## src/codec_pkg.sv

```systemverilog
// Purpose: shared constants of the codec digital port
// Assumes: one core clock, all pins synchronous to it
// Notes: config map reached over the serial control port
package codec_pkg;
  // -------------------------------------------------------------
  // channels, counter limit and GCI byte indexes
  // -------------------------------------------------------------
  localparam int NCH = 8;
  localparam logic [10:0] PCM_CNT_MAX = 11'h7FF;
  localparam logic [1:0] GCI_BYTE_MON = 2'h2;
  localparam logic [1:0] GCI_BYTE_CI = 2'h3;
  // -------------------------------------------------------------
  // config register indexes
  // -------------------------------------------------------------
  localparam logic [4:0] REG_GLOBAL = 5'h00;
  localparam logic [4:0] REG_TX_BASE = 5'h01;
  localparam logic [4:0] REG_RX_BASE = 5'h09;
  localparam logic [4:0] REG_LAST = 5'h10;
  // global field positions
  localparam int FMT_BIT = 0;
  localparam int HALF_BIT = 1;
  localparam int EDGE_BIT = 2;
  localparam int DLY_LSB = 3;
  // slot register: index in [6:0], highway select in bit 7
  localparam int HWY_BIT = 7;
  // command byte: bit 7 high means read
  localparam int READ_BIT = 7;
  // reset values
  localparam logic [7:0] GLOBAL_RST = 8'h00;
  localparam logic [7:0] SLOT_RST = 8'h00;
endpackage

```

## src/cfg_if.sv

```systemverilog
// Purpose: config access between serial port and core
// Assumes: single core clock
// Notes: wr_stb is a one-cycle pulse
interface cfg_if;
  logic wr_stb; // write pulse
  logic [4:0] addr; // register index
  logic [7:0] wdata; // write data
  logic [7:0] rdata; // read data for addr
  modport port (output wr_stb, output addr, output wdata, input rdata);
  modport core (input wr_stb, input addr, input wdata, output rdata);
endinterface

```

## src/codec_digital.sv

```systemverilog
// Purpose: digital side of an eight channel codec
// Assumes: all link clocks sampled as inputs on core_clk
// Notes: mode pin picks serial port plus PCM, or GCI bus
module codec_digital (
  input wire logic core_clk,
  input wire logic rst_n,
  input wire logic host_port_mode_select,
  input wire logic control_clock,
  input wire logic chip_select_n,
  input wire logic serial_command_line,
  output logic serial_reply_line,
  output logic serial_reply_oe,
  input wire logic pcm_bit_clock,
  input wire logic pcm_frame_sync,
  output logic pcm_tx_highway_one,
  output logic pcm_tx_highway_one_oe,
  output logic pcm_tx_highway_two,
  output logic pcm_tx_highway_two_oe,
  input wire logic pcm_rx_highway_one,
  input wire logic pcm_rx_highway_two,
  input wire logic gci_data_clock,
  input wire logic gci_frame_sync,
  input wire logic gci_double_rate,
  input wire logic slot_half_select,
  output logic upstream_line,
  output logic upstream_oe,
  input wire logic downstream_line,
  input wire logic [15:0] tx_sample [8],
  output logic [15:0] rx_sample [8],
  output logic [7:0] rx_sample_valid,
  input wire logic [5:0] ci_up_bits [4],
  input wire logic [7:0] monitor_up_byte [4],
  input wire logic monitor_transmit_flag_n,
  input wire logic monitor_receive_flag_n,
  output logic [7:0] ctl_down_byte,
  output logic [1:0] ctl_down_pair,
  output logic monitor_down_valid,
  output logic ci_down_valid
);
  // -------------------------------------------------------------
  // mode and config storage
  // -------------------------------------------------------------
  cfg_if cfg ();
  logic [7:0] global_reg; // format, rate, edge, delay
  logic [7:0] tx_slot_reg [8]; // tx index and highway
  logic [7:0] rx_slot_reg [8]; // rx index and highway
  logic pcm_mode; // serial port plus PCM
  logic gci_mode; // compressed GCI active
  logic linear; // 16-bit samples
  logic [2:0] delay; // slot offset in bit periods
  assign pcm_mode = ~host_port_mode_select;
  assign gci_mode = host_port_mode_select & ~chip_select_n;
  assign linear = global_reg[codec_pkg::FMT_BIT];
  assign delay = global_reg[codec_pkg::DLY_LSB +: 3];

  // control port only listens in serial mode
  serial_ctrl_port u_port (
    .core_clk(core_clk),
    .rst_n(rst_n),
    .enable(pcm_mode),
    .control_clock(control_clock),
    .chip_select_n(chip_select_n),
    .serial_command_line(serial_command_line),
    .serial_reply_line(serial_reply_line),
    .serial_reply_oe(serial_reply_oe),
    .cfg(cfg.port)
  );

  // -------------------------------------------------------------
  // config writes
  // -------------------------------------------------------------
  always_ff @(posedge core_clk or negedge rst_n) begin
    if (!rst_n) begin
      global_reg <= codec_pkg::GLOBAL_RST;
    end else if (cfg.wr_stb && cfg.addr == codec_pkg::REG_GLOBAL) begin
      global_reg <= cfg.wdata;
    end
  end

  // read mux; unmapped indexes read zero
  always_comb begin
    cfg.rdata = 8'h00;
    if (cfg.addr == codec_pkg::REG_GLOBAL) begin
      cfg.rdata = global_reg;
    end else if (cfg.addr < codec_pkg::REG_RX_BASE) begin
      cfg.rdata = tx_slot_reg[3'(cfg.addr - codec_pkg::REG_TX_BASE)];
    end else if (cfg.addr <= codec_pkg::REG_LAST) begin
      cfg.rdata = rx_slot_reg[3'(cfg.addr - codec_pkg::REG_RX_BASE)];
    end
  end

  // -------------------------------------------------------------
  // PCM bit timing
  // -------------------------------------------------------------
  logic bclk_prev_reg; // last bit clock level
  logic half_phase_reg; // skips every other edge
  logic [10:0] pcm_cnt_reg; // bits since frame sync
  logic edge_tick; // programmed edge
  logic bit_tick; // one PCM bit period
  logic [10:0] nxt_cnt; // position driven this tick
  logic [10:0] tx_pos; // tx position after delay
  logic [10:0] rx_pos; // rx position after delay

  assign edge_tick = global_reg[codec_pkg::EDGE_BIT] ? (~pcm_bit_clock & bclk_prev_reg)
                                                     : (pcm_bit_clock & ~bclk_prev_reg);
  // half rate uses every other edge
  assign bit_tick = pcm_mode & edge_tick & (~global_reg[codec_pkg::HALF_BIT] | ~half_phase_reg);
  assign nxt_cnt = pcm_frame_sync ? 11'h000 : pcm_cnt_reg + 11'h001;
  // shift slot zero by the delay
  assign tx_pos = nxt_cnt - {8'h00, delay};
  assign rx_pos = pcm_cnt_reg - {8'h00, delay};

  always_ff @(posedge core_clk or negedge rst_n) begin
    if (!rst_n) begin
      bclk_prev_reg <= 1'b0;
    end else begin
      bclk_prev_reg <= pcm_bit_clock;
    end
  end

  // half rate phase restarts at each frame sync
  always_ff @(posedge core_clk or negedge rst_n) begin
    if (!rst_n) begin
      half_phase_reg <= 1'b0;
    end else if (pcm_mode && edge_tick) begin
      half_phase_reg <= pcm_frame_sync ? 1'b1 : ~half_phase_reg;
    end
  end

  // position counter saturates so a lost sync stops traffic, except the first tx bit of slot zero at zero delay
  always_ff @(posedge core_clk or negedge rst_n) begin
    if (!rst_n) begin
      pcm_cnt_reg <= codec_pkg::PCM_CNT_MAX;
    end else if (bit_tick) begin
      if (pcm_frame_sync || pcm_cnt_reg != codec_pkg::PCM_CNT_MAX) begin
        pcm_cnt_reg <= nxt_cnt;
      end
    end
  end

  // 7-bit index covers 128 slots
  // hit flag, lower byte flag, bit in byte
  function automatic logic [4:0] slot_hit(input logic [10:0] p, input logic [6:0] idx,
                                          input logic lin);
    logic [6:0] d;
    d = p[9:3] - idx;
    slot_hit = {~p[10] & ((d == 7'h00) | (lin & (d == 7'h01))), d[0], p[2:0]};
  endfunction

  // -------------------------------------------------------------
  // per channel PCM slot logic
  // -------------------------------------------------------------
  logic [7:0] tx_hit; // channel owns tx bit
  logic [7:0] tx_bit; // bit value for channel
  logic [7:0] tx_two; // channel uses highway two
  logic [7:0] pcm_done; // rx sample complete
  logic [15:0] pcm_word [8]; // completed rx sample
  logic [7:0] gci_done; // GCI voice byte complete
  logic [7:0] gci_byte; // GCI byte just taken
  logic [7:0] gci_shift_reg; // GCI downstream shifter
  logic [7:0] g_cnt_reg; // GCI bit position
  logic [1:0] g_byte; // byte of sampled bit
  logic [1:0] g_pair; // slot pair of sampled bit
  logic g_rx_last; // last bit of our byte
  logic g_rx_tick; // downstream sample tick

  genvar c;
  generate
    for (c = 0; c < 8; c++) begin : g_ch
      logic [4:0] th; // tx hit decode
      logic [4:0] rh; // rx hit decode
      logic [15:0] lw; // linear word with sign copies
      logic [15:0] rx_shift_reg; // incoming bits
      logic rin; // selected rx highway
      assign th = slot_hit(tx_pos, tx_slot_reg[c][6:0], linear);
      assign rh = slot_hit(rx_pos, rx_slot_reg[c][6:0], linear);
      // bits 15 and 14 copy bit 13
      assign lw = {tx_sample[c][13], tx_sample[c][13], tx_sample[c][13:0]};
      assign tx_hit[c] = th[4];
      assign tx_bit[c] = linear ? lw[4'hF - th[3:0]] : tx_sample[c][3'h7 - th[2:0]];
      assign tx_two[c] = tx_slot_reg[c][codec_pkg::HWY_BIT];
      assign rin = rx_slot_reg[c][codec_pkg::HWY_BIT] ? pcm_rx_highway_two : pcm_rx_highway_one;
      assign pcm_done[c] = bit_tick & rh[4] & (linear ? (rh[3:0] == 4'hF) : (rh[2:0] == 3'h7));
      assign pcm_word[c] = linear ? {rx_shift_reg[14:0], rin} : {8'h00, rx_shift_reg[6:0], rin};
      // A takes even index, B odd
      assign gci_done[c] = g_rx_tick & g_rx_last & (g_pair == 2'(c / 2)) & (g_byte == 2'(c % 2));

      // per channel config, written through the control port
      always_ff @(posedge core_clk or negedge rst_n) begin
        if (!rst_n) begin
          tx_slot_reg[c] <= codec_pkg::SLOT_RST;
          rx_slot_reg[c] <= codec_pkg::SLOT_RST;
        end else if (cfg.wr_stb) begin
          if (cfg.addr == codec_pkg::REG_TX_BASE + 5'(c)) begin
            tx_slot_reg[c] <= cfg.wdata;
          end
          if (cfg.addr == codec_pkg::REG_RX_BASE + 5'(c)) begin
            rx_slot_reg[c] <= cfg.wdata;
          end
        end
      end

      always_ff @(posedge core_clk or negedge rst_n) begin
        if (!rst_n) begin
          rx_shift_reg <= 16'h0000;
        end else if (bit_tick && rh[4]) begin
          rx_shift_reg <= {rx_shift_reg[14:0], rin};
        end
      end

      // received sample from either bus
      always_ff @(posedge core_clk or negedge rst_n) begin
        if (!rst_n) begin
          rx_sample[c] <= 16'h0000;
          rx_sample_valid[c] <= 1'b0;
        end else begin
          rx_sample_valid[c] <= pcm_done[c] | gci_done[c];
          if (pcm_done[c]) begin
            rx_sample[c] <= pcm_word[c];
          end else if (gci_done[c]) begin
            rx_sample[c] <= {8'h00, gci_byte};
          end
        end
      end
    end
  endgenerate

  // -------------------------------------------------------------
  // PCM transmit highways
  // -------------------------------------------------------------
  // enable only inside owned slots
  always_ff @(posedge core_clk or negedge rst_n) begin
    if (!rst_n) begin
      pcm_tx_highway_one <= 1'b0;
      pcm_tx_highway_one_oe <= 1'b0;
      pcm_tx_highway_two <= 1'b0;
      pcm_tx_highway_two_oe <= 1'b0;
    end else if (!pcm_mode) begin
      pcm_tx_highway_one_oe <= 1'b0;
      pcm_tx_highway_two_oe <= 1'b0;
    end else if (bit_tick) begin
      pcm_tx_highway_one <= |(tx_hit & ~tx_two & tx_bit);
      pcm_tx_highway_one_oe <= |(tx_hit & ~tx_two);
      pcm_tx_highway_two <= |(tx_hit & tx_two & tx_bit);
      pcm_tx_highway_two_oe <= |(tx_hit & tx_two);
    end
  end

  // -------------------------------------------------------------
  // GCI bit timing
  // -------------------------------------------------------------
  logic dcl_prev_reg; // last data clock level
  logic g_phase_reg; // second clock of a double-rate bit
  logic dcl_rise;
  logic g_tx_tick; // upstream drive tick
  logic [7:0] g_nxt; // position driven this tick
  logic g_tx_ours; // driven slot in our half
  logic g_rx_ours; // sampled slot in our half
  logic [1:0] t_pair; // pair of driven bit
  logic [7:0] up_byte; // byte being driven

  assign dcl_rise = gci_data_clock & ~dcl_prev_reg;
  // double rate spends two clocks per bit
  assign g_tx_tick = gci_mode & dcl_rise & (~gci_double_rate | g_phase_reg | gci_frame_sync);
  assign g_rx_tick = gci_mode & ~gci_data_clock & dcl_prev_reg & (~gci_double_rate | g_phase_reg);
  assign g_nxt = gci_frame_sync ? 8'h00 : g_cnt_reg + 8'h01;
  // slot half pin picks four slots
  assign g_tx_ours = g_nxt[7] == slot_half_select;
  assign g_rx_ours = g_cnt_reg[7] == slot_half_select;
  assign t_pair = g_nxt[6:5];
  assign g_pair = g_cnt_reg[6:5];
  assign g_byte = g_cnt_reg[4:3];
  assign g_rx_last = g_rx_ours & (g_cnt_reg[2:0] == 3'h7);
  assign gci_byte = {gci_shift_reg[6:0], downstream_line};

  always_ff @(posedge core_clk or negedge rst_n) begin
    if (!rst_n) begin
      dcl_prev_reg <= 1'b0;
    end else begin
      dcl_prev_reg <= gci_data_clock;
    end
  end

  // phase is 1 during the second clock of a bit, so the next rise starts a new bit
  always_ff @(posedge core_clk or negedge rst_n) begin
    if (!rst_n) begin
      g_phase_reg <= 1'b1;
    end else if (gci_mode && dcl_rise) begin
      g_phase_reg <= gci_frame_sync ? 1'b0 : ~g_phase_reg;
    end
  end

  always_ff @(posedge core_clk or negedge rst_n) begin
    if (!rst_n) begin
      g_cnt_reg <= 8'hFF;
    end else if (g_tx_tick) begin
      g_cnt_reg <= g_nxt;
    end
  end

  // voice A, voice B, monitor, C/I
  always_comb begin
    up_byte = {ci_up_bits[t_pair], monitor_receive_flag_n, monitor_transmit_flag_n};
    unique case (g_nxt[4:3])
      2'h0: up_byte = tx_sample[{t_pair, 1'b0}][7:0];
      2'h1: up_byte = tx_sample[{t_pair, 1'b1}][7:0];
      2'h2: up_byte = monitor_up_byte[t_pair];
      2'h3: up_byte = {ci_up_bits[t_pair], monitor_receive_flag_n, monitor_transmit_flag_n};
    endcase
  end

  // upstream released outside our four slots
  always_ff @(posedge core_clk or negedge rst_n) begin
    if (!rst_n) begin
      upstream_line <= 1'b0;
      upstream_oe <= 1'b0;
    end else if (!gci_mode) begin
      upstream_oe <= 1'b0;
    end else if (g_tx_tick) begin
      upstream_line <= up_byte[3'h7 - g_nxt[2:0]];
      upstream_oe <= g_tx_ours;
    end
  end

  // downstream bits, MSB first
  always_ff @(posedge core_clk or negedge rst_n) begin
    if (!rst_n) begin
      gci_shift_reg <= 8'h00;
    end else if (g_rx_tick) begin
      gci_shift_reg <= gci_byte;
    end
  end

  // monitor and C/I to control side
  always_ff @(posedge core_clk or negedge rst_n) begin
    if (!rst_n) begin
      ctl_down_byte <= 8'h00;
      ctl_down_pair <= 2'h0;
      monitor_down_valid <= 1'b0;
      ci_down_valid <= 1'b0;
    end else begin
      monitor_down_valid <= g_rx_tick & g_rx_last & (g_byte == codec_pkg::GCI_BYTE_MON);
      ci_down_valid <= g_rx_tick & g_rx_last & (g_byte == codec_pkg::GCI_BYTE_CI);
      if (g_rx_tick && g_rx_last && g_byte[1]) begin
        ctl_down_byte <= gci_byte;
        ctl_down_pair <= g_pair;
      end
    end
  end
endmodule

```

## src/serial_ctrl_port.sv

```systemverilog
// Purpose: byte serial control port, command then data
// Assumes: control clock sampled as a plain input
// Notes: read returns one byte of the addressed register
module serial_ctrl_port (
  input wire logic core_clk,
  input wire logic rst_n,
  input wire logic enable,
  input wire logic control_clock,
  input wire logic chip_select_n,
  input wire logic serial_command_line,
  output logic serial_reply_line,
  output logic serial_reply_oe,
  cfg_if.port cfg
);
  typedef enum logic [1:0] {ST_CMD, ST_WDATA, ST_REPLY} sp_state_t;
  sp_state_t state_reg; // transfer phase
  logic clk_prev_reg; // last control clock level
  logic [7:0] shift_reg; // incoming byte
  logic [2:0] bit_reg; // bits taken of current byte
  logic [3:0] rbit_reg; // reply bits sent
  logic [4:0] addr_reg; // addressed register
  logic wr_reg; // write pulse
  logic rise;
  logic fall;
  logic live;
  logic [7:0] byte_in;
  assign rise = control_clock & ~clk_prev_reg;
  assign fall = ~control_clock & clk_prev_reg;
  assign live = enable & ~chip_select_n;
  assign byte_in = {shift_reg[6:0], serial_command_line};
  assign cfg.wr_stb = wr_reg;
  assign cfg.addr = addr_reg;
  assign cfg.wdata = shift_reg;
  // -------------------------------------------------------------
  // edge history
  // -------------------------------------------------------------
  always_ff @(posedge core_clk or negedge rst_n) begin
    if (!rst_n) begin
      clk_prev_reg <= 1'b0;
    end else begin
      clk_prev_reg <= control_clock;
    end
  end
  // -------------------------------------------------------------
  // byte assembly and command decode
  // -------------------------------------------------------------
  always_ff @(posedge core_clk or negedge rst_n) begin
    if (!rst_n) begin
      state_reg <= ST_CMD;
      shift_reg <= 8'h00;
      bit_reg <= 3'h0;
      rbit_reg <= 4'h0;
      addr_reg <= 5'h00;
      wr_reg <= 1'b0;
      serial_reply_line <= 1'b0;
      serial_reply_oe <= 1'b0;
    end else begin
      wr_reg <= 1'b0;
      if (!live) begin
        state_reg <= ST_CMD;
        bit_reg <= 3'h0;
        rbit_reg <= 4'h0;
        serial_reply_oe <= 1'b0;
      end else if (state_reg == ST_REPLY) begin
        if (fall) begin
          if (rbit_reg == 4'h8) begin
            state_reg <= ST_CMD;
            serial_reply_oe <= 1'b0;
            rbit_reg <= 4'h0;
          end else begin
            serial_reply_line <= cfg.rdata[3'h7 - rbit_reg[2:0]];
            serial_reply_oe <= 1'b1;
            rbit_reg <= rbit_reg + 4'h1;
          end
        end
      end else if (rise) begin
        shift_reg <= byte_in;
        bit_reg <= bit_reg + 3'h1;
        if (bit_reg == 3'h7) begin
          if (state_reg == ST_WDATA) begin
            wr_reg <= 1'b1;
            state_reg <= ST_CMD;
          end else begin
            addr_reg <= byte_in[4:0];
            state_reg <= byte_in[codec_pkg::READ_BIT] ? ST_REPLY : ST_WDATA;
          end
        end
      end
    end
  end
endmodule

```

## config.mk

```make
export PLATFORM = sky130hd
export DESIGN_NAME = codec_digital
export DESIGN_NICKNAME = d
export VERILOG_FILES = /design/src/codec_pkg.sv /design/src/cfg_if.sv /design/src/codec_digital.sv /design/src/serial_ctrl_port.sv
export SDC_FILE = /design/constraint.sdc
export NUM_CORES = 1
export LEC_CHECK = 0
export BUFFER_PORTS_ARGS = -buffer_cell sky130_fd_sc_hd__buf_2
export CORE_UTILIZATION = 59
export CTS_CLUSTER_SIZE = 14
export DETAILED_ROUTE_END_ITERATION = 16
export PLACE_DENSITY = 0.81
export SLEW_MARGIN = 10
export SYNTH_ARGS = -nofsm -noshare
export SYNTH_HDL_FRONTEND = slang
export SYNTH_SLANG_ARGS = --single-unit
```

## constraint.sdc

```tcl
create_clock -name core_clk -period 6.6 [get_ports core_clk]
set_input_delay 0.99 -clock core_clk [delete_from_list [all_inputs] [get_ports core_clk]]
set_output_delay 0.99 -clock core_clk [all_outputs]
set_load 0.005 [all_outputs]
```

==> run metrics <==
most frequent cells in the layout=dfrtp_1, buf_2, mux2_2, inv_1, nand2_1; Total Wirelength=80.9 mm; filler instances=between 3k and 4k; nets=2991; root buf cell=clkbuf_16; CTS max path bufs=3; vias in the first global route=21.7k; CTS tree=built; Via-to-Cell Ratio=about 6.5; reg2reg start=global_reg[4]; CTS H-tree depth=2; GRT Resource Usage Total=34.4%; Slew HR=a little under a quarter; Area Overhead vs Synth=13.7%; Clock Sinks=~470; Crit. Startpoint=global_reg[4]; FF+latch count, synth=around 470; remaining antenna violation count=0; Pleak=about 15 nW; Initial Util=around three fifths; Worst Hold Class=in -> async; crit path DAT=between 6000 and 7000 ps; Placed Cells=3208; Hold Vio Cnt, Final=0; Peak VDD IR=between 150 and 200 uV; Worst Path Required=7070 ps; Flop pwr share=~34%; Max Fclk=between 0.15 and 0.2 GHz; sw frac=a little over a third; global-route wire length before repair=~130 mm; cts bufs inserted=47; DRC=0; IO Port Bufs=340; drt pass-1 iters=7; via count of the routed design=approximately 21k; Syn Std Cell Area=between 0.02 and 0.03 mm2; total of max-cap violations=0; crit-path max FO=18; sw power=approximately 3.4 mW; Power Density=roughly 300 mW/mm2; Crit. End Element=flop; initial antenna violation count=9; Post-Syn Area per Cell=between 10 and 15 um2; Main synth FF type=dfrtp_1; outcome=finished, final reports clean; internal power=~6 mW; # rows=78; asr flop ratio synth=100%; Cell variety after synth=slightly below 100; unrepaired setup endpoints after global routing=false; gp weighted congestion=0.985; commonest non-fill, non-tap cell in the layout=dfrtp_1; worst-skew pair later-pin latency=roughly 600 ps; layout cell share with drive strength beyond 1=approximately 33%; max reg flops=around 130; min Tclk post-route=roughly 5700 ps; Die Y=218 um; Comb power frac=37.1%; Final Cycle Share=86.4%; area of the core=between 0.04 and 0.05 mm2; cts repair resizes=0; Clock Pin Slew Worst Setup and Hold Paths=roughly 60 ps; DIE AREA=roughly 0.047 mm2; largest net degree at the start of global routing=between 200 and 250; Slew Viols, Final=0; Post-Syn Nets=approximately 2.7k; placed wire-length estimate=a little under 60 mm; Chip Width=approximately 220 um; register area share after synthesis=between 40% and 50%; initial DRC count=between 1.5k and 2k; Slew @ Worst Pin=1140 ps; total power=about 9.4 mW; Avg WL per Cell=24.5 um; I/O pins=roughly 360; CP Class=reg -> reg; Mapped Cells=2362; CTS Hold Bufs=0; Setup-failing EPs final=0; clock network power share=between 20 and 30%; final std cells w/o fill=between 3k and 4k; total grt overflow=0; setup tns final=0 ps; clk_skew=approximately 23 ps; critical path launch point type=flop; synth warn=0; EDFF count, synth=0; post-CTS setup buffers=0
==> path summary, 6_finish.rpt <==
path,end,slack (ps),cells past startpoint
max in group asynchronous,rx_sample[2],4570,2
setup / recovery,rx_sample[96],900,17
setup reg to reg,rx_sample[96],900,17
hold / removal,tx_slot_reg[36],420,1
hold reg to reg,u_port.serial_reply_oe,490,2
min in group core_clk,u_port.serial_reply_oe,490,2
==> metal layers <==
layer / vias up / wire, um / track usage [%]
met3: 211 / 6260 / 7.09
met1: 10853 / 31500 / 44.0
met4: 6 / 4340 / 18.3
met2: 1019 / 38800 / 55.1
li1: 9326 / - / -
met5: - / 41 / 0
==> logic make-up (layout without fill, tap and decap cells) <==
group                    Yosys count  count (layout)  share of synthesized area (%)
AO/OA/AOI/OAI                    477             477                           13.3
XOR/XNOR                          96              96                           3.46
adder cells (fa/ha/maj)          133             133                           6.56
buffers and inverters            281             611                           4.06
flip-flops                       466             466                           42.6
multiplexers                     416             416                           19.8
other                              0               6                              0
AND/OR/NAND/NOR                  493             493                           10.2
==> cell type report <==
class	instances	area (um2)	area share, %
Clock buffer	65	1300	4.18
Sequential cell	466	11700	37.5
Timing Repair Buffer	376	2010	6.44
Antenna cell	6	15.0	0.0482
Multi-Input combinational cell	1615	14600	46.9
Tap cell	600	751	2.41
Inverter	151	567	1.82
Clock inverter	19	221	0.710
==> cell usage after synthesis (25+ instances only) <==
library cell    n  share of area [%]
mux2_2        303                 12
dfrtp_1       446                 41
and2_1         69                1.6
a221o_1        64                2.3
nor2b_1        34               0.78
inv_1         151                2.1
a21oi_1        72                1.3
buf_2          25               0.46
o21ai_0        70                1.3
mux4_2         69                5.7
nand2_1       121                1.7
a21o_1         36               0.99
mux2i_1        43                1.6
xnor2_1        65                2.1
a22o_1         64                2.0
ha_1          115                5.2
and3_1         26               0.59
clkbuf_1       90                1.2
nor2_1         83                1.1
==> power groups by stage <==
stage                     Combinational (mW)  Clock [mW]  Sequential (mW)
final                                   3.48        2.67             3.22
after global placement                  3.28           0             3.26
after CTS                               3.43        2.70             3.22
after floorplan                         2.60           0             3.10
after global routing                    3.79        2.82             3.24
after detailed placement                3.40           0             3.27
==> per-stage QoR <==
stage / instance area (um2) / setup slack (ps) / hold slack, ps / utilization [%]
finish: 31200 / 899 / 421 / 68.4
CTS: 31200 / 1020 / 439 / 68.4
global route: 31200 / 525 / 463 / 68.4
global placement: 29600 / 806 / 470 / 65.0
detailed placement: 29600 / 705 / 480 / 65.0
floorplan: 27400 / 1310 / 462 / -
==> worst max-delay path: stages, from the launching register on <==
cell and delay, ps:
dfrtp_1 390, inv_1 270, ha_1 300, a21o_1 180, a21oi_1 390, nand2_1 120
xnor2_1 800, ha_1 420, a21o_1 200, a21oi_1 240, o21bai_1 110, a21oi_1 210
xor2_1 220, xnor2_1 120, nor4_4 370, buf_4 350, a31oi_2 390, a221o_1 460
Power figures use the tool's default switching activity.
